`config.mk`:
```
export PLATFORM = sky130hd
export DESIGN_NAME = pls_sequencer
export DESIGN_NICKNAME = d
export VERILOG_FILES = /design/src/hdl/pls_pkg.sv /design/src/hdl/pls_sequencer.sv
export VERILOG_INCLUDE_DIRS = /design/src /design/src/hdl
export SDC_FILE = /design/constraint.sdc
export NUM_CORES = 1
export LEC_CHECK = 0
export BUFFER_PORTS_ARGS = -buffer_cell sky130_fd_sc_hd__buf_2
export CAP_MARGIN = 20
export CELL_PAD_IN_SITES_DETAIL_PLACEMENT = 1
export CELL_PAD_IN_SITES_GLOBAL_PLACEMENT = 1
export CORE_UTILIZATION = 40
export CTS_CLUSTER_SIZE = 24
export DETAILED_ROUTE_END_ITERATION = 6
export PLACE_DENSITY = 0.75
export SYNTH_ARGS = -nofsm -noshare
export SYNTH_HDL_FRONTEND = slang
export SYNTH_SLANG_ARGS = --single-unit
```
`constraint.sdc`:
```
create_clock -name clk_sys -period 8.35 [get_ports clk_sys]
set_input_delay 0.4175 -clock clk_sys [delete_from_list [all_inputs] [get_ports clk_sys]]
set_output_delay 0.4175 -clock clk_sys [all_outputs]
set_load 0.02 [all_outputs]
```
`src/hdl/pls_defs.svh`:
```
/*
 Constants for the converter sequencing block: thresholds, timing counts and
 PFC timing. Assumes a 40 MHz system clock and digitised sense codes.
*/
`ifndef PLS_DEFS_SVH
`define PLS_DEFS_SVH
`define PLS_CLK_HZ 40000000
// Sense codes are 12 bit, scaled 1 code per volt (peak for line, dc bulk)
`define PLS_BROWNOUT_PK 12'h063
`define PLS_UV_RISE_PK 12'h071
`define PLS_HALT_PK 12'h1c4
`define PLS_XCAP_SAFE 12'h02a
`define PLS_BULK_SENSE_INPUT_REG 12'h181
// Times in their own units
`define PLS_LOSS_MS 32
`define PLS_STOP_MS 100
`define PLS_DITHER_HZ 333
`define PLS_BURST_MS 300
`define PLS_LLC_SS_MS 100
`define PLS_PFC_SS_MS 50
`define PLS_DITHER_STEP_KHZ 2
`define PLS_PFC_BASE_KHZ 100
`define PLS_DUTY_MAX_PCT 92
// Cycle counts
`define PLS_LOSS_CYC (`PLS_CLK_HZ / 1000 * `PLS_LOSS_MS)
`define PLS_STOP_CYC (`PLS_CLK_HZ / 1000 * `PLS_STOP_MS)
`define PLS_DITHER_CYC (`PLS_CLK_HZ / `PLS_DITHER_HZ)
`define PLS_BURST_CYC (`PLS_CLK_HZ / 1000 * `PLS_BURST_MS)
`define PLS_LLC_SS_CYC (`PLS_CLK_HZ / 1000 * `PLS_LLC_SS_MS)
`define PLS_PFC_SS_CYC (`PLS_CLK_HZ / 1000 * `PLS_PFC_SS_MS)
// Half-cycle with no zero crossing longer than this means line gone (20 ms)
`define PLS_ZC_GONE_CYC 800000
// LLC periods in clocks: 350 kHz max freq, 70 kHz min freq
`define PLS_LLC_PMIN 16'h0072
`define PLS_LLC_PMAX 16'h023b
`endif

```
`src/hdl/pls_pkg.sv`:
```
/*
 Types for the converter sequencing block. Needs pls_defs.svh constants only
 inside the design module.
*/
package pls_pkg;
   typedef struct packed {
      logic [11:0] lineMag;
      logic [11:0] bulk;
      logic [11:0] xcap;
   } pls_sense_t;
   typedef enum logic [2:0] {
      ST_CHECK, ST_FAULT, ST_SOFT, ST_RUN, ST_LOSS, ST_HALT
   } pls_state_t;
endpackage

```
`src/hdl/pls_sequencer.sv`:
```
/*
 Sequencing, brownout, dither, X-cap discharge, soft start and PFC PWM
 for a combined PFC and LLC controller. Assumes the sense inputs are already
 digitised codes from converters on clk_sys; the zero-cross, burst and
 power-on inputs come from pins and are synchronised here.
*/
// How it works
// - Latch a fault and never start if bulk is below the line peak.
// - While PFC runs, a half-cycle is valid only if its peak beats 70 V.
// - Loss flag rises after more than 32 ms with no valid half-cycle.
// - Both stages stop 100 ms after the loss flag rises.
// - One missing half-cycle is far short of 32 ms, so no action.
// - PFC frequency steps among three values at 333 Hz.
// - The three frequencies are 2 kHz apart.
// - No discharge action when zero crossings stop while PFC switches.
// - In burst mode wait 300 ms, then decide on the sampled X-cap.
// - Discharge decision lands well inside 1 s of line removal.
// - LLC soft start sweeps period from minimum to maximum in 100 ms.
// - Sweep ends once feedback asks for a higher frequency.
// - The first LLC pulse is on gate A and half normal width.
// - Line current demand clipped to the -225 mV sense equivalent.
// - Demand is voltage-loop output times rectified line voltage.
// - PFC duty can be 0 percent, gate low for the whole period.
// - PFC gate supports at least 92 percent duty; the clip rounds down, so the 392-clock period reaches only 360 clocks on.
// - PFC may start only at or above the 80 V rising threshold.
// - Both stages halt at or above the 320 V threshold.
`timescale 1ns/1ps
`include "pls_defs.svh"
module pls_sequencer
   import pls_pkg::*;
#(
   parameter int LOSS_CYC = `PLS_LOSS_CYC,
   parameter int STOP_CYC = `PLS_STOP_CYC,
   parameter int BURST_CYC = `PLS_BURST_CYC,
   parameter int LLC_SS_CYC = `PLS_LLC_SS_CYC,
   parameter int PFC_SS_CYC = `PLS_PFC_SS_CYC,
   parameter int ZC_GONE_CYC = `PLS_ZC_GONE_CYC,
   parameter int DITHER_CYC = `PLS_DITHER_CYC
) (
   // Clock and reset
   input wire logic clk_sys,
   input wire logic reset_n,
   // Digitised sense codes
   input wire pls_sense_t sense,
   input wire logic [11:0] voltLoopOut,
   // Pin level inputs
   input wire logic zeroCross,
   input wire logic burstMode,
   input wire logic bias_select_power_on,
   input wire logic [15:0] llc_feedback,
   // Outputs to the power stage
   output logic ac_loss_flag,
   output logic startup_fet_gate,
   output logic boost_gate_drive,
   output logic llc_gate_a,
   output logic llc_gate_b,
   output logic [23:0] avg_current_demand,
   output logic [11:0] pfcCurrentLimit
);
   ////////////////////////////////////////////////////////////////////////
   // Three-stage synchronisers; a change counts when stages 2 and 3 agree
   logic [2:0] zcSync_r, burstSync_r, psOnSync_r;
   logic zc_r, burst_r, psOn_r, zcPrev_r;
   always_ff @(posedge clk_sys) begin
      if (!reset_n) begin
         zcSync_r <= 3'h0;
         burstSync_r <= 3'h0;
         psOnSync_r <= 3'h0;
      end else begin
         zcSync_r <= {zcSync_r[1:0], zeroCross};
         burstSync_r <= {burstSync_r[1:0], burstMode};
         psOnSync_r <= {psOnSync_r[1:0], bias_select_power_on};
      end
   end
   // Filtered levels follow only when the later two stages agree
   always_ff @(posedge clk_sys) begin
      if (!reset_n) begin
         zc_r <= 1'b0;
         burst_r <= 1'b0;
         psOn_r <= 1'b0;
         zcPrev_r <= 1'b0;
      end else begin
         if (zcSync_r[2] == zcSync_r[1]) zc_r <= zcSync_r[2];
         if (burstSync_r[2] == burstSync_r[1]) burst_r <= burstSync_r[2];
         if (psOnSync_r[2] == psOnSync_r[1]) psOn_r <= psOnSync_r[2];
         zcPrev_r <= zc_r;
      end
   end
   logic zcEdge;
   assign zcEdge = zc_r != zcPrev_r;
   ////////////////////////////////////////////////////////////////////////
   // Half-cycle peak tracking and validity
   pls_state_t state_r;
   logic pfcRun;
   logic [11:0] peak_r;
   logic [31:0] noValid_r, stopCnt_r, zcGap_r;
   assign pfcRun = (state_r == ST_SOFT) || (state_r == ST_RUN) ||
                   (state_r == ST_LOSS);
   always_ff @(posedge clk_sys) begin
      if (!reset_n) begin
         peak_r <= 12'h000;
      end else if (zcEdge) begin
         peak_r <= sense.lineMag;
      end else if (sense.lineMag > peak_r) begin
         peak_r <= sense.lineMag;
      end
   end
   logic validHalf;
   assign validHalf = zcEdge && pfcRun &&
                      (peak_r > `PLS_BROWNOUT_PK);
   // No-valid timer; a single missed half-cycle is ~10 ms, under 32 ms
   always_ff @(posedge clk_sys) begin
      if (!reset_n || !pfcRun || validHalf) begin
         noValid_r <= 32'h0;
      end else if (noValid_r <= LOSS_CYC) begin
         noValid_r <= noValid_r + 32'h1;
      end
   end
   always_ff @(posedge clk_sys) begin
      if (!reset_n) begin
         ac_loss_flag <= 1'b0;
      end else if (noValid_r > LOSS_CYC) begin
         ac_loss_flag <= 1'b1;
      end else if (validHalf) begin
         ac_loss_flag <= 1'b0;
      end
   end
   // Stop delay after the loss flag
   always_ff @(posedge clk_sys) begin
      if (!reset_n || state_r != ST_LOSS) begin
         stopCnt_r <= 32'h0;
      end else begin
         stopCnt_r <= stopCnt_r + 32'h1;
      end
   end
   ////////////////////////////////////////////////////////////////////////
   // Main sequencer; a halt, a loss, or a power-off in soft start or run stops both stages; a sense fault only blocks the start
   logic halt, llcSoftDone;
   assign halt = sense.lineMag >= `PLS_HALT_PK;
   always_ff @(posedge clk_sys) begin
      if (!reset_n) begin
         state_r <= ST_CHECK;
      end else begin
         unique case (state_r)
            ST_CHECK: begin
               if (sense.bulk < sense.lineMag) state_r <= ST_FAULT;
               else if (psOn_r && !halt &&
                        sense.lineMag >= `PLS_UV_RISE_PK)
                  state_r <= ST_SOFT;
            end
            ST_FAULT: state_r <= ST_FAULT; // Latched until reset
            ST_SOFT, ST_RUN: begin
               if (halt || !psOn_r) state_r <= ST_HALT;
               else if (ac_loss_flag) state_r <= ST_LOSS;
               else if (state_r == ST_SOFT && llcSoftDone) state_r <= ST_RUN;
            end
            ST_LOSS: begin
               if (halt || stopCnt_r >= STOP_CYC - 1)
                  state_r <= ST_HALT;
            end
            ST_HALT: begin
               if (!halt && sense.lineMag < `PLS_UV_RISE_PK && !psOn_r)
                  state_r <= ST_CHECK;
            end
         endcase
      end
   end
   ////////////////////////////////////////////////////////////////////////
   // X-cap discharge: only when line goes away with PFC idle
   logic [31:0] latency_r;
   logic zcGone, pending_r;
   assign zcGone = zcGap_r >= ZC_GONE_CYC;
   always_ff @(posedge clk_sys) begin
      if (!reset_n || zcEdge) begin
         zcGap_r <= 32'h0;
      end else if (!zcGone) begin
         zcGap_r <= zcGap_r + 32'h1;
      end
   end
   // Burst latency is counted, then the decision samples the cap then
   always_ff @(posedge clk_sys) begin
      if (!reset_n || zcEdge) begin
         pending_r <= 1'b0;
         latency_r <= 32'h0;
      end else if (zcGone && !pfcRun && !startup_fet_gate) begin
         pending_r <= 1'b1;
         if (pending_r && burst_r && latency_r < BURST_CYC)
            latency_r <= latency_r + 32'h1;
      end else begin
         pending_r <= 1'b0;
         latency_r <= 32'h0;
      end
   end
   // Gap 20 ms plus latency 300 ms keeps the decision inside 1 s
   always_ff @(posedge clk_sys) begin
      if (!reset_n) begin
         startup_fet_gate <= 1'b0;
      end else if (startup_fet_gate) begin
         if (sense.xcap < `PLS_XCAP_SAFE || zcEdge)
            startup_fet_gate <= 1'b0;
      end else if (pending_r && (!burst_r || latency_r >= BURST_CYC) &&
                   sense.xcap > `PLS_XCAP_SAFE) begin
         startup_fet_gate <= 1'b1;
      end
   end
   ////////////////////////////////////////////////////////////////////////
   // Dither: three periods stepped at 333 Hz, 2 kHz apart
   localparam logic [8:0] PER0 = 9'(`PLS_CLK_HZ /
                           ((`PLS_PFC_BASE_KHZ - `PLS_DITHER_STEP_KHZ) * 1000));
   localparam logic [8:0] PER1 = 9'(`PLS_CLK_HZ / (`PLS_PFC_BASE_KHZ * 1000));
   localparam logic [8:0] PER2 = 9'(`PLS_CLK_HZ /
                           ((`PLS_PFC_BASE_KHZ + `PLS_DITHER_STEP_KHZ) * 1000));
   logic [1:0] ditherSel_r;
   logic [31:0] ditherCnt_r;
   logic [8:0] pfcPeriod;
   always_ff @(posedge clk_sys) begin
      if (!reset_n) begin
         ditherCnt_r <= 32'h0;
         ditherSel_r <= 2'h0;
      end else if (ditherCnt_r >= DITHER_CYC - 1) begin
         ditherCnt_r <= 32'h0;
         ditherSel_r <= (ditherSel_r == 2'h2) ? 2'h0 : ditherSel_r + 2'h1;
      end else begin
         ditherCnt_r <= ditherCnt_r + 32'h1;
      end
   end
   always_comb begin
      unique case (ditherSel_r)
         2'h0: pfcPeriod = PER0;
         2'h1: pfcPeriod = PER1;
         default: pfcPeriod = PER2;
      endcase
   end
   ////////////////////////////////////////////////////////////////////////
   // PFC soft start limit and average current demand
   logic [11:0] dv;
   logic [23:0] demand;
   logic [23:0] limitWide;
   assign dv = (`PLS_BULK_SENSE_INPUT_REG > sense.bulk) ?
               12'(`PLS_BULK_SENSE_INPUT_REG - sense.bulk) : 12'h000;
   // Limit set to the bulk step still needed while in check; full limit once in run
   always_ff @(posedge clk_sys) begin
      if (!reset_n) begin
         pfcCurrentLimit <= 12'h000;
      end else if (state_r == ST_CHECK) begin
         pfcCurrentLimit <= dv;
      end else if (state_r == ST_RUN) begin
         pfcCurrentLimit <= 12'hfff;
      end
   end
   assign demand = 24'(voltLoopOut) * 24'(sense.lineMag);
   assign limitWide = {pfcCurrentLimit, 12'h000};
   always_ff @(posedge clk_sys) begin
      if (!reset_n || !pfcRun) begin
         avg_current_demand <= 24'h0;
      end else if (demand > limitWide) begin
         avg_current_demand <= limitWide;
      end else begin
         avg_current_demand <= demand;
      end
   end
   ////////////////////////////////////////////////////////////////////////
   // PFC PWM: duty from demand top bits, clipped at 92 percent
   logic [8:0] pwmCnt_r;
   logic [8:0] onTime, maxOn;
   logic [17:0] onProd;
   assign maxOn = 9'((18'(pfcPeriod) * `PLS_DUTY_MAX_PCT) / 100);
   assign onProd = 18'(pfcPeriod) * 18'(avg_current_demand[23:15]);
   assign onTime = (onProd[17:9] > maxOn) ? maxOn : onProd[17:9];
   always_ff @(posedge clk_sys) begin
      if (!reset_n || pwmCnt_r >= pfcPeriod - 9'h1) begin
         pwmCnt_r <= 9'h0;
      end else begin
         pwmCnt_r <= pwmCnt_r + 9'h1;
      end
   end
   always_ff @(posedge clk_sys) begin
      if (!reset_n || !pfcRun) begin
         boost_gate_drive <= 1'b0;
      end else begin
         boost_gate_drive <= pwmCnt_r < onTime;
      end
   end
   ////////////////////////////////////////////////////////////////////////
   // LLC soft start sweep and gate generation
   localparam logic [31:0] SS_STEP_CYC =
      32'(LLC_SS_CYC / (`PLS_LLC_PMAX - `PLS_LLC_PMIN));
   logic [15:0] llcPeriod_r, llcCnt_r, llcPer;
   logic [31:0] ssCnt_r;
   logic sweep_r, first_r, phase_r;
   assign llcSoftDone = !sweep_r;
   always_ff @(posedge clk_sys) begin
      if (!reset_n || !pfcRun) begin
         llcPeriod_r <= `PLS_LLC_PMIN;
         ssCnt_r <= 32'h0;
         sweep_r <= 1'b1;
      end else if (sweep_r) begin
         if (llc_feedback < llcPeriod_r) begin
            sweep_r <= 1'b0;
         end else if (ssCnt_r >= SS_STEP_CYC - 1) begin
            ssCnt_r <= 32'h0;
            if (llcPeriod_r >= `PLS_LLC_PMAX) sweep_r <= 1'b0;
            else llcPeriod_r <= llcPeriod_r + 16'h1;
         end else begin
            ssCnt_r <= ssCnt_r + 32'h1;
         end
      end
   end
   // Feedback clipped to the legal band so an open loop cannot stall the gates
   logic [15:0] fbClip;
   always_comb begin
      fbClip = llc_feedback;
      if (llc_feedback > `PLS_LLC_PMAX) fbClip = `PLS_LLC_PMAX;
      if (llc_feedback < `PLS_LLC_PMIN) fbClip = `PLS_LLC_PMIN;
   end
   assign llcPer = sweep_r ? llcPeriod_r : fbClip;
   always_ff @(posedge clk_sys) begin
      if (!reset_n || !pfcRun) begin
         llcCnt_r <= 16'h0;
         phase_r <= 1'b0;
         first_r <= 1'b1;
      end else if (llcCnt_r >= ((first_r ? llcPer >> 2 : llcPer >> 1) -
                                16'h1)) begin
         llcCnt_r <= 16'h0;
         phase_r <= !phase_r;
         first_r <= 1'b0;
      end else begin
         llcCnt_r <= llcCnt_r + 16'h1;
      end
   end
   always_ff @(posedge clk_sys) begin
      if (!reset_n || !pfcRun) begin
         llc_gate_a <= 1'b0;
         llc_gate_b <= 1'b0;
      end else begin
         llc_gate_a <= !phase_r;
         llc_gate_b <= phase_r;
      end
   end
endmodule

```
Word-level counts from Yosys, hierarchy flattened
Index checks and enable logic that the tools add are counted.
- output and inout port bits: 41
- bits in registers: 308
- word-level logic and storage cells: 171
- $lt $le $gt $ge: 26
- $mul: 3
- divide/modulo/power cells: 1
- bitwise operators: 4
- multiplexer cells: 32
- add/sub/neg operators: 13
- reduce and logical (&&, ||, !) cells: 45
- eq/ne operators: 16
- operator list (operator ; count):
    adder 32 x 1 -> 32 bit (second input constant) ; 6
    two-way mux 12 bit ; 5
    two-way mux 16 bit ; 3
    adder 16 x 1 -> 16 bit (second input constant) ; 2
    divider 16 x 7 -> 32 bit (second input constant) ; 1
    >= comparator 32 x 14 -> 1 bit (second input constant) ; 1
    >= comparator 32 x 17 -> 1 bit (second input constant) ; 1
    >= comparator 32 x 20 -> 1 bit (second input constant) ; 1
    >= comparator 32 x 22 -> 1 bit (second input constant) ; 1
    >= comparator 32 x 24 -> 1 bit (second input constant) ; 1
    > comparator 32 x 21 -> 1 bit (second input constant) ; 1
    <= comparator 32 x 21 -> 1 bit (second input constant) ; 1
    < comparator 32 x 24 -> 1 bit (second input constant) ; 1
    two-way mux 32 bit ; 1
    > comparator 24 bit ; 1
    multiplier 12 x 12 -> 24 bit ; 1
    two-way mux 24 bit ; 1
    two-way mux 3 bit ; 7
    multiplier 9 x 9 -> 18 bit ; 1
    >= comparator 16 x 10 -> 1 bit (second input constant) ; 1
    >= comparator 16 bit ; 1
    > comparator 16 x 10 -> 1 bit (second input constant) ; 1
    < comparator 16 bit ; 1
    < comparator 16 x 7 -> 1 bit (second input constant) ; 1
    other kinds (45) ; 98

Longest topological paths before layout
Gate-level depths: netlist (run 1).
- depth in word-level cells: 8
- depth in mapped cells: 34

Worst setup path before layout (run 1)
OpenSTA, ideal clock, no wires.
- path kind: input -> register
- start: input port sense[35] in the netlist's numbering
- end: register avg_current_demand[19]
- setup time: 0.128 ns
- stages on the path: 25
- path slack: 1.370 ns
- buffers on the path: 2
- arrival: 6.852 ns
- cell sequence: clkbuf_1 -> nand2_1 -> fa_1 -> inv_1 -> fa_1 -> fa_1 -> inv_1 -> fa_1 -> inv_1 -> fa_1 -> ha_1 -> and3_1 -> a221oi_1 -> o21ai_0 -> and3_1 -> a311o_1 -> ha_1 -> nand4_1 -> or2_2 -> nor4_1 -> o2111ai_1 -> o21ai_1 -> buf_2 -> mux2i_1 -> nor2_1
- longest elaborated chain between the ends: 3
- RTL lines (item ; RTL line ; RTL):
    start: declaration ; pls_sequencer.sv:44 ; input wire pls_sense_t sense,
    multiplier 12 x 12 -> 24 bit * ; pls_sequencer.sv:251 ; assign demand = 24'(voltLoopOut) * 24'(sense.lineMag);
    > comparator 24 bit ; pls_sequencer.sv:256 ; end else if (demand > limitWide) begin
    two-way mux 24 bit * ; pls_sequencer.sv:256 ;
    end signal: assignment ; pls_sequencer.sv:257 ; avg_current_demand <= limitWide;
    end signal: assignment ; pls_sequencer.sv:259 ; avg_current_demand <= demand;
    end: declaration ; pls_sequencer.sv:57 ; output logic [23:0] avg_current_demand,
Mark *: on every way between the ends. The rest lies on a longest branch, timed or not.
A chain may end at the register's enable or synchronous reset.

Worst setup path in the final report (run 1)
- start: register ditherSel_r[1]
- end: register boost_gate_drive
- longest elaborated chain between the ends: 7
- elaborated cells on any way between the ends: 9
- those cells by class: mul: 2; div: 1; order compare: 2; eq/ne: 1; mux: 2; reduce/logical: 1
- RTL lines (item ; RTL line ; RTL):
    start: declaration ; pls_sequencer.sv:213 ; logic [1:0] ditherSel_r;
    start signal: assignment ; pls_sequencer.sv:222 ; ditherSel_r <= (ditherSel_r == 2'h2) ? 2'h0 : ditherSel_r + 2'h1;
    == test 2 x 1 -> 1 bit or zero test 2 bit (tied branches) ; pls_sequencer.sv:228 ; unique case (ditherSel_r)
    one-hot mux 5 bit (2 select lines) * ; pls_sequencer.sv:228 ;
    multiplier 9 x 5 -> 14 bit (no line) ; -- ;
    divider 16 x 7 -> 32 bit ; pls_sequencer.sv:267 ; assign maxOn = 9'((18'(pfcPeriod) * `PLS_DUTY_MAX_PCT) / 100);
    > comparator 9 bit ; pls_sequencer.sv:269 ; assign onTime = (onProd[17:9] > maxOn) ? maxOn : onProd[17:9];
    two-way mux 9 bit * ; pls_sequencer.sv:269 ;
    < comparator 9 bit * ; pls_sequencer.sv:281 ; boost_gate_drive <= pwmCnt_r < onTime;
    end signal: assignment ; pls_sequencer.sv:281 ;
    end: declaration ; pls_sequencer.sv:54 ; output logic boost_gate_drive,
Marked as above.

==> results of run 1 <==
-- final cells by class --
class	count	area [um^2]	area share (%)
timing repair buffer	122	683.2	2.918
tap	680	850.8	3.634
inverter	237	889.6	3.799
clock buffer	53	1046	4.467
clock inverter	12	171.4	0.7321
antenna	2	5.005	0.02138
sequential	308	6166	26.33
multi-input combinational	1836	13600	58.09
-- power by group through the flow --
stage	registers (mW)	logic (mW)	clock network (mW)
finish	1.62	3.01	1.63
floorplan	1.66	2.12	0
detailed placement	1.66	2.99	0
global placement	1.66	2.84	0
CTS	1.63	3.02	1.68
global route	1.63	3.40	1.74
-- routing by layer --
metal / track usage, % / vias to the layer above / share of wire [%]
met3: 3.199 / 84 / 3.7
met2: 37.43 / 243 / 48
li1: - / 8483 / -
met4: 7.761 / 0 / 3.0
met1: 26.70 / 8578 / 46
met5: 0 / - / 0
-- cell usage in the layout, fill, tap and decap left out, drive strengths merged, types with 27 or more instances in the layout --
cell | netlist | layout
dfxtp | 308 | 308
nor2 | 282 | 282
nand2 | 242 | 242
inv | 236 | 239
ha | 200 | 200
buf | 9 | 122
fa | 110 | 110
a21oi | 102 | 102
and2 | 82 | 82
nand3 | 79 | 79
xor2 | 78 | 78
o21ai | 78 | 78
xnor2 | 75 | 75
and3 | 65 | 65
clkbuf | 73 | 53
nand4 | 45 | 45
nor3 | 44 | 44
mux2i | 37 | 37
nor4 | 30 | 30
a21o | 27 | 27
or3 | 27 | 27
-- worst reg2reg max path, delay by kind of cell (launching register included) --
family	cells	cell delay [ns]
AO/OA/AOI/OAI	13	2.04
XOR/XNOR	1	0.12
adder cells (fa/ha/maj)	7	2.34
buffers and inverters	5	0.47
flip-flops	1	0.66
AND/OR/NAND/NOR	5	1.56
-- kinds of logic after synthesis --
| logic type | count (synthesis) | share of synthesized area, % |
|---|---|---|
| and+or+nand+nor | 960 | 22.31 |
| AOI/OAI and AO/OA | 358 | 11.65 |
| buffers and inverters | 320 | 5.927 |
| adders and majority gates | 310 | 22.46 |
| DFF | 308 | 29.44 |
| xor gates and xnor gates | 153 | 6.399 |
| muxes | 37 | 1.768 |
| other | 2 | 0.03586 |
-- final timing paths --
kind	from	cells after the start	end	slack (ns)
max reg2reg	ditherSel_r[1]	31	boost_gate_drive	1.07
min	bias_select_power_on	2	psOnSync_r[0]	0.09
max	ditherSel_r[1]	31	boost_gate_drive	1.07
min reg2reg	psOnSync_r[0]	1	psOnSync_r[1]	0.44
-- flip-flops by register name (all words and copies together), names as in the netlist, 2 cells and up --
signal,flops
latency_r,32
zcSync_r,3
noValid_r,32
psOnSync_r,3
stopCnt_r,32
llcPeriod_r,16
state_r,3
pfcCurrentLimit,12
burstSync_r,3
zcGap_r,32
avg_current_demand,24
ditherSel_r,2
ditherCnt_r,32
llcCnt_r,16
peak_r,12
ssCnt_r,32
pwmCnt_r,9
==> out/summary.md, run 1 <==
On the critical path, the stage with the largest delay is an instance of dfxtp_1. The fraction of power spent switching nets is 40.24%, and the maximum fanout along the worst path is 13. The cell family contributing the most delay on the critical path is adder cells. Setup repair after global routing left no endpoint under its margin. For this design the total switching power over the nets is 2.523 mW. The endpoint type of the worst setup path is a flop. Number of max-cap violations: 0. TritonCTS built the clock tree. The design internal power is 3.746 mW, and the clock transition at the registers of the reported paths is 0.06 ns. The worst IR drop on VDD is 0.1699 mV, and the first-pass GRT wire length is 94030 um.

The proportion of power drawn by the clock network was 26.1%; the relative contribution of combinational cells to total power was 48.1%. The die covers 53280 um^2. In this run the clock root is driven by a clkbuf_16. The worst setup path is launched from a flop. The actual slew at the worst max-slew pin works out to 0.9293 ns. The final instance area is 23410 um^2.

Measured against its own limit, the worst slew margin works out to 37.92%. The largest single stage delay on the critical path is 0.66 ns. After global routing the overflow that remains totals 0. Hold is met by 0.09027 ns. After synthesis, the share of flip-flops with an asynchronous set or reset is 0%. The largest net degree at the start of global routing was 43. For this run, the leading register cell type out of synthesis is dfxtp_1.

In the final routed layout, each cell accounts on average for 17.31 um. Setup slack closes at 1.068 ns. The flow ran to the end, and the final reports show no timing, DRC or antenna violations. The detailed router placed 17390 vias in this run.

At the later pin of the worst-skew pair, clock insertion delay measures 0.54 ns. The layout has 6140 filler cells. Summed over all layers, the routed wires come to 56260 um. The count of buffers added on input and output ports is 109. After the last flow step, the layout net total stands at 2921.

At the worst endpoint, the required time is 8.77 ns. In this run the deepest clock path goes through 3 buffers. The time the final worst path needs with I/O delays and setup was 7.282 ns; the residual antenna-violating net count after detailed routing was 0.

Counting instances in the post-synthesis netlist gives the leading cell types as dfxtp_1 (308), nor2_1 (279), nand2_1 (242). Horizontal extent of the die: 230.8 um. Global routing consumed, over all layers together, 21.47% of the routing resources. The Yosys step of the flow raised 0 warnings. The synthesized area came out at 20940 um^2. Number of pins with negative max-slew slack in the final report: 0. The weighted congestion reported at the end of routability-driven placement is 0.8578. The fraction of post-synthesis cell area in the top cell type by area is 29.44%.

In this run the power density over the cells is 267.8 nW/um^2. Summing the sequential cell areas from Yosys gives 29.44% of the chip area. The average via count per standard cell is 5.350. Placed cell area: 22160 um^2. Sorting the synthesized cells by area gives the leading types as dfxtp_1 (29%), ha_1 (12%), fa_1 (11%).

The run gives 2 as the maximum level of the CTS H-tree. Yosys mapped a number of flops with a built-in enable equal to 0. Of the available clock period, the critical path in the final layout requires 87.20%.

Among all cell types in the netlist, the one instantiated most often is dfxtp_1. The first detailed-routing pass took 4 iterations. The accumulated negative setup slack was 0 ns; the synthesized flop and latch total was 308. The core utilization of the finished layout was 45.46%; the relative area change from synthesis to final layout was 11.80%.

The logs give 137.3 MHz for the maximum clock frequency and 0 for the setup-violating endpoint count in the final report. After the flow finishes, the layout carries non-filler instances totaling 3250. The class of the most critical setup path is reg -> reg.

The cell type contributing the most total cell area after synthesis is dfxtp_1. The register share of total power was 25.9%. The count of pins on the block boundary was 110; the initial antenna violation count was 1. Timing analysis after detailed placement gives a worst setup slack of 0.8473 ns.

Of the cells placed in the final design, the portion with a size suffix greater than 1 is 8.372%. The logs give 6.269 mW for the overall power of the completed layout and 0 for the post-CTS setup buffer count. The total area inside the core boundary comes to 51510 um^2. The TritonCTS buffer count is 37. The worst hold path belongs to the class in -> reg.

The worst clock skew on the final layout was 0.01766 ns; the initial standard-cell utilization of the core was 40.66%. The DRC violation total after the first TritonRoute iteration came out at 630. The run gives 18620 as the number of global-route vias before repair.

The floorplan has 83 rows. The average instance in the mapped netlist occupies 8.555 um^2. The number of buffer and inverter stages on the critical path was 5. The number of hold violations in the final report is 0, and the total leakage power is 10.25 nW.

Detailed placement finished with a half-perimeter wire length of 42850 um. The synthesized instance count was 2448. For this run, design rule violations remaining after detail routing come to 0. Hold buffer count at cts: 0.

Yosys mapped the design onto 90 distinct sky130hd cell types. The number of sinks on the clock net is 308. Vertical die dimension: 230.8 um. The run gives 7.70 ns as the worst path arrival time. In this run, placement finished with an instance count of 3182.

The post-CTS resize count is 0.
(Power assumes the default switching activity.)
==> run 2, diff against run 1 <==
--- a/config.mk
+++ b/config.mk
@@ -6,14 +6,15 @@
 export SDC_FILE = /design/constraint.sdc
 export NUM_CORES = 1
 export LEC_CHECK = 0
-export BUFFER_PORTS_ARGS = -buffer_cell sky130_fd_sc_hd__buf_2
 export CAP_MARGIN = 20
 export CELL_PAD_IN_SITES_DETAIL_PLACEMENT = 1
 export CELL_PAD_IN_SITES_GLOBAL_PLACEMENT = 1
 export CORE_UTILIZATION = 40
 export CTS_CLUSTER_SIZE = 24
 export DETAILED_ROUTE_END_ITERATION = 6
-export PLACE_DENSITY = 0.75
+export DONT_BUFFER_PORTS = 1
+export GPL_TIMING_DRIVEN = 0
+export PLACE_DENSITY = 0.72
 export SYNTH_ARGS = -nofsm -noshare
 export SYNTH_HDL_FRONTEND = slang
 export SYNTH_SLANG_ARGS = --single-unit
==> run 2 against run 1 <==
Via count shrank 0.30%. Sequential share of layout area about the same. Routed wire length grew 4.8%. Flip-flop and latch count is the same. Utilization about the same. Total power grew 1.7%. Register-to-register slack got worse by 0.13 ns. Combinational power fell by 4%. Sequential power increased by 4%.
==> out/summary.md, run 2 (synthesis results as in run 1) <==
The run finished with clean final reports. The final routed wire length divided by cell count is 18.27 um (+5.6%). The path class of the tightest hold or removal check is in -> reg. The time the final worst path needs with I/O delays and setup was 7.731 ns (+0.4496 ns). The tools report the post-CTS setup buffer count as 0 (unchanged). The maximum clock frequency is 129.3 MHz (-5.8%).

The overall fraction of global-route tracks in use was 22.63% (+1.2 points). The worst clock skew on the final layout came out at 0.03295 ns (+0.01529 ns). The accumulated negative setup slack came out at 0 ns (unchanged). The tools report the clock latency on the worst-skew pair as 0.57 ns (+0.03 ns). The logs give 58930 um (+4.8%) for the wire length after detailed routing and 8.14 ns (+0.44 ns) for the worst path arrival time. The tools report the worst setup margin as 0.6189 ns (-0.4496 ns).

The average via count per standard cell was 5.375 (+0.47%). The placed wire-length estimate after detailed placement is 45990 um (+7.3%). The setup-violating endpoint count in the final report was 0 (unchanged); the number of optimization iterations in the first detailed-route pass was 4 (unchanged). The tools report the number of pins with negative max-slew slack in the final report as 0 (unchanged). The kind of launch point of the worst setup path was a primary input. Overall die area: 53280 um^2 (unchanged).

The total DRC errors in the routed layout was 0 (unchanged); the first-pass GRT wire length was 97210 um (+3.4%). The run gives 0.1846 mV (+8.6%) as the worst IR drop on VDD. The top cell types in the final layout, fill and taps aside, are dfxtp_1 (308), nor2_1 (279), nand2_1 (242). The relative contribution of combinational cells to total power was 45.1% (-3.0 points); the count of fill cells added during filler insertion was 6100 (-0.65%). STA classifies the critical path endpoint as a flop.

Number of max-cap violations: 0 (unchanged). The vertical die dimension came out at 230.8 um (unchanged). For the final net count, the log shows 2898 (-0.79%).

The total leakage power is 9.954 nW (-2.9%), and the standard cell core area is 51510 um^2 (unchanged). The power density normalized to cell area was 272.6 nW/um^2 (+1.8%); the TritonCTS buffer count was 38 (+2.7%). The number of global-route vias before repair was 18690 (+0.41%). The share of layout cells above drive strength 1 was 4.204% (-4.2 points).

The number of hold violations in the final report was 0 (unchanged). The tools report the residual antenna-violating net count after detailed routing as 0 (unchanged). The tools report the maximum level of the CTS H-tree as 2 (unchanged).

For the switching power, the log shows 2.531 mW (+0.31%). For the proportion of power drawn by the clock network, the log shows 28.5% (+2.4 points). The post-route fraction of the period consumed by the critical path is 92.59% (+5.4 points).

The tools report the aggregate global routing overflow as 0 (unchanged). Relative area change from synthesis to final layout: 11.70% (about the same). The clock transition at the registers of the reported paths came out at 0.05 ns (about the same). Setup repair after global routing left no endpoint under its margin.

For the initial antenna violation count, the log shows 1 (unchanged). The maximum buffer depth of the clock tree was 3 (unchanged). The hold buffer count at cts was 15 (+15); the antenna diode instance count was 0 (-2).

For the register share of total power, the log shows 26.4% (+0.5 points). Number of cells in the design after placement: 3144 (-1.2%). The design internal power is 3.846 mW (+2.7%), and the port buffer count is 0 (-100%). The post-place setup slack came out at -0.001744 ns (-0.8490 ns). TritonCTS built the clock tree.

The initial standard-cell utilization of the core was 40.66% (unchanged); the number of sinks on the clock net was 308 (unchanged). The tools report the worst path required time as 8.76 ns (about the same). The largest net degree at the start of global routing is 14 (-67%).

Clock tree synthesis selected as its root buffer the cell clkbuf_16. The fraction of power spent switching nets is 39.68% (-0.56 points), and the worst slew margin relative to its limit is 35.75% (-2.2 points). The maximum fanout along the worst path was 10 (-3); the horizontal extent of the die was 230.8 um (unchanged).

Weighted congestion reported at the end of routability-driven placement: 0.8778 (+2.3%). The count of pins on the block boundary was 110 (unchanged); the number of core rows was 83 (unchanged). The number of cells in the finished layout apart from fillers came out at 3225 (-0.77%). The run gives 0 (unchanged) as the post-CTS resize count. The leading cell type in the layout, fill and taps excluded is dfxtp_1. Via count: 17340 (-0.30%). DRC violation total after the first TritonRoute iteration: 717 (+14%). Class of the most critical setup path: in -> reg.

The post-route worst hold slack is 0.03287 ns (-0.05740 ns), and the actual slew at the worst max-slew pin is 0.9568 ns (+0.02757 ns).
## run 2: power by group through the flow
| stage | sequential (mW) | combinational, mW | clock (mW) |
|---|---|---|---|
| after floorplan | 1.66 | 2.12 | 0 |
| final | 1.68 | 2.88 | 1.82 |
| after global placement | 1.71 | 2.76 | 0 |
| after CTS | 1.68 | 2.90 | 1.87 |
| after global routing | 1.69 | 3.29 | 1.94 |
| after detailed placement | 1.72 | 2.86 | 0 |
## run 2: layout make-up
class | instances | area [um^2] | share of cell area [%]
plain buffers | 83 | 351.6 | 1.503
clock buffers | 49 | 1084 | 4.632
clock inverters | 17 | 305.3 | 1.305
inverters | 237 | 889.6 | 3.803
multi-input cells | 1836 | 13600 | 58.12
flip-flops and latches | 308 | 6166 | 26.36
well taps | 680 | 850.8 | 3.637
repair buffers | 15 | 150.1 | 0.6418
## run 2: worst max-delay path, cell delays in order
cell	delay (ns)
clkbuf_1	0.51
nand2_1	0.18
fa_1	0.56
inv_1	0.06
fa_1	0.55
fa_1	0.46
fa_1	0.55
fa_1	0.54
ha_1	0.39
and3_1	0.26
o211ai_1	0.15
a311oi_1	0.48
nor3_1	0.16
o31ai_1	0.31
xnor2_1	0.14
ha_1	0.31
nand4_1	0.09
or2_2	0.34
nor4_1	0.34
o2111ai_1	0.19
o21ai_1	0.40
buf_2	0.38
mux2i_1	0.29
nor2_1	0.09
## run 2: path summary, 6_finish.rpt
check / startpoint / cells after the start / slack [ns] / endpoint
max: voltLoopOut[8] / 24 / 0.62 / avg_current_demand[13]
min: sense[33] / 2 / 0.03 / peak_r[9]
max reg2reg: ditherSel_r[1] / 33 / 0.94 / boost_gate_drive
min reg2reg: burstSync_r[0] / 1 / 0.45 / burstSync_r[1]
## run 2: through the flow
step	area [um^2]	utilization (%)	power, mW
floorplan	21000	-	3.775
global placement	21850	42.43	4.474
detailed placement	21850	42.43	4.574
CTS	23390	45.41	6.454
global route	23390	45.41	6.921
finish	23390	45.41	6.377
## run 2: layer usage
layer / vias up / track usage [%] / part of all wire (%)
li1: 8432 / - / -
met1: 8548 / 27.32 / 44
met2: 249 / 38.52 / 47
met3: 106 / 5.892 / 5.5
met4: 0 / 8.216 / 3.4
met5: - / 0 / 0
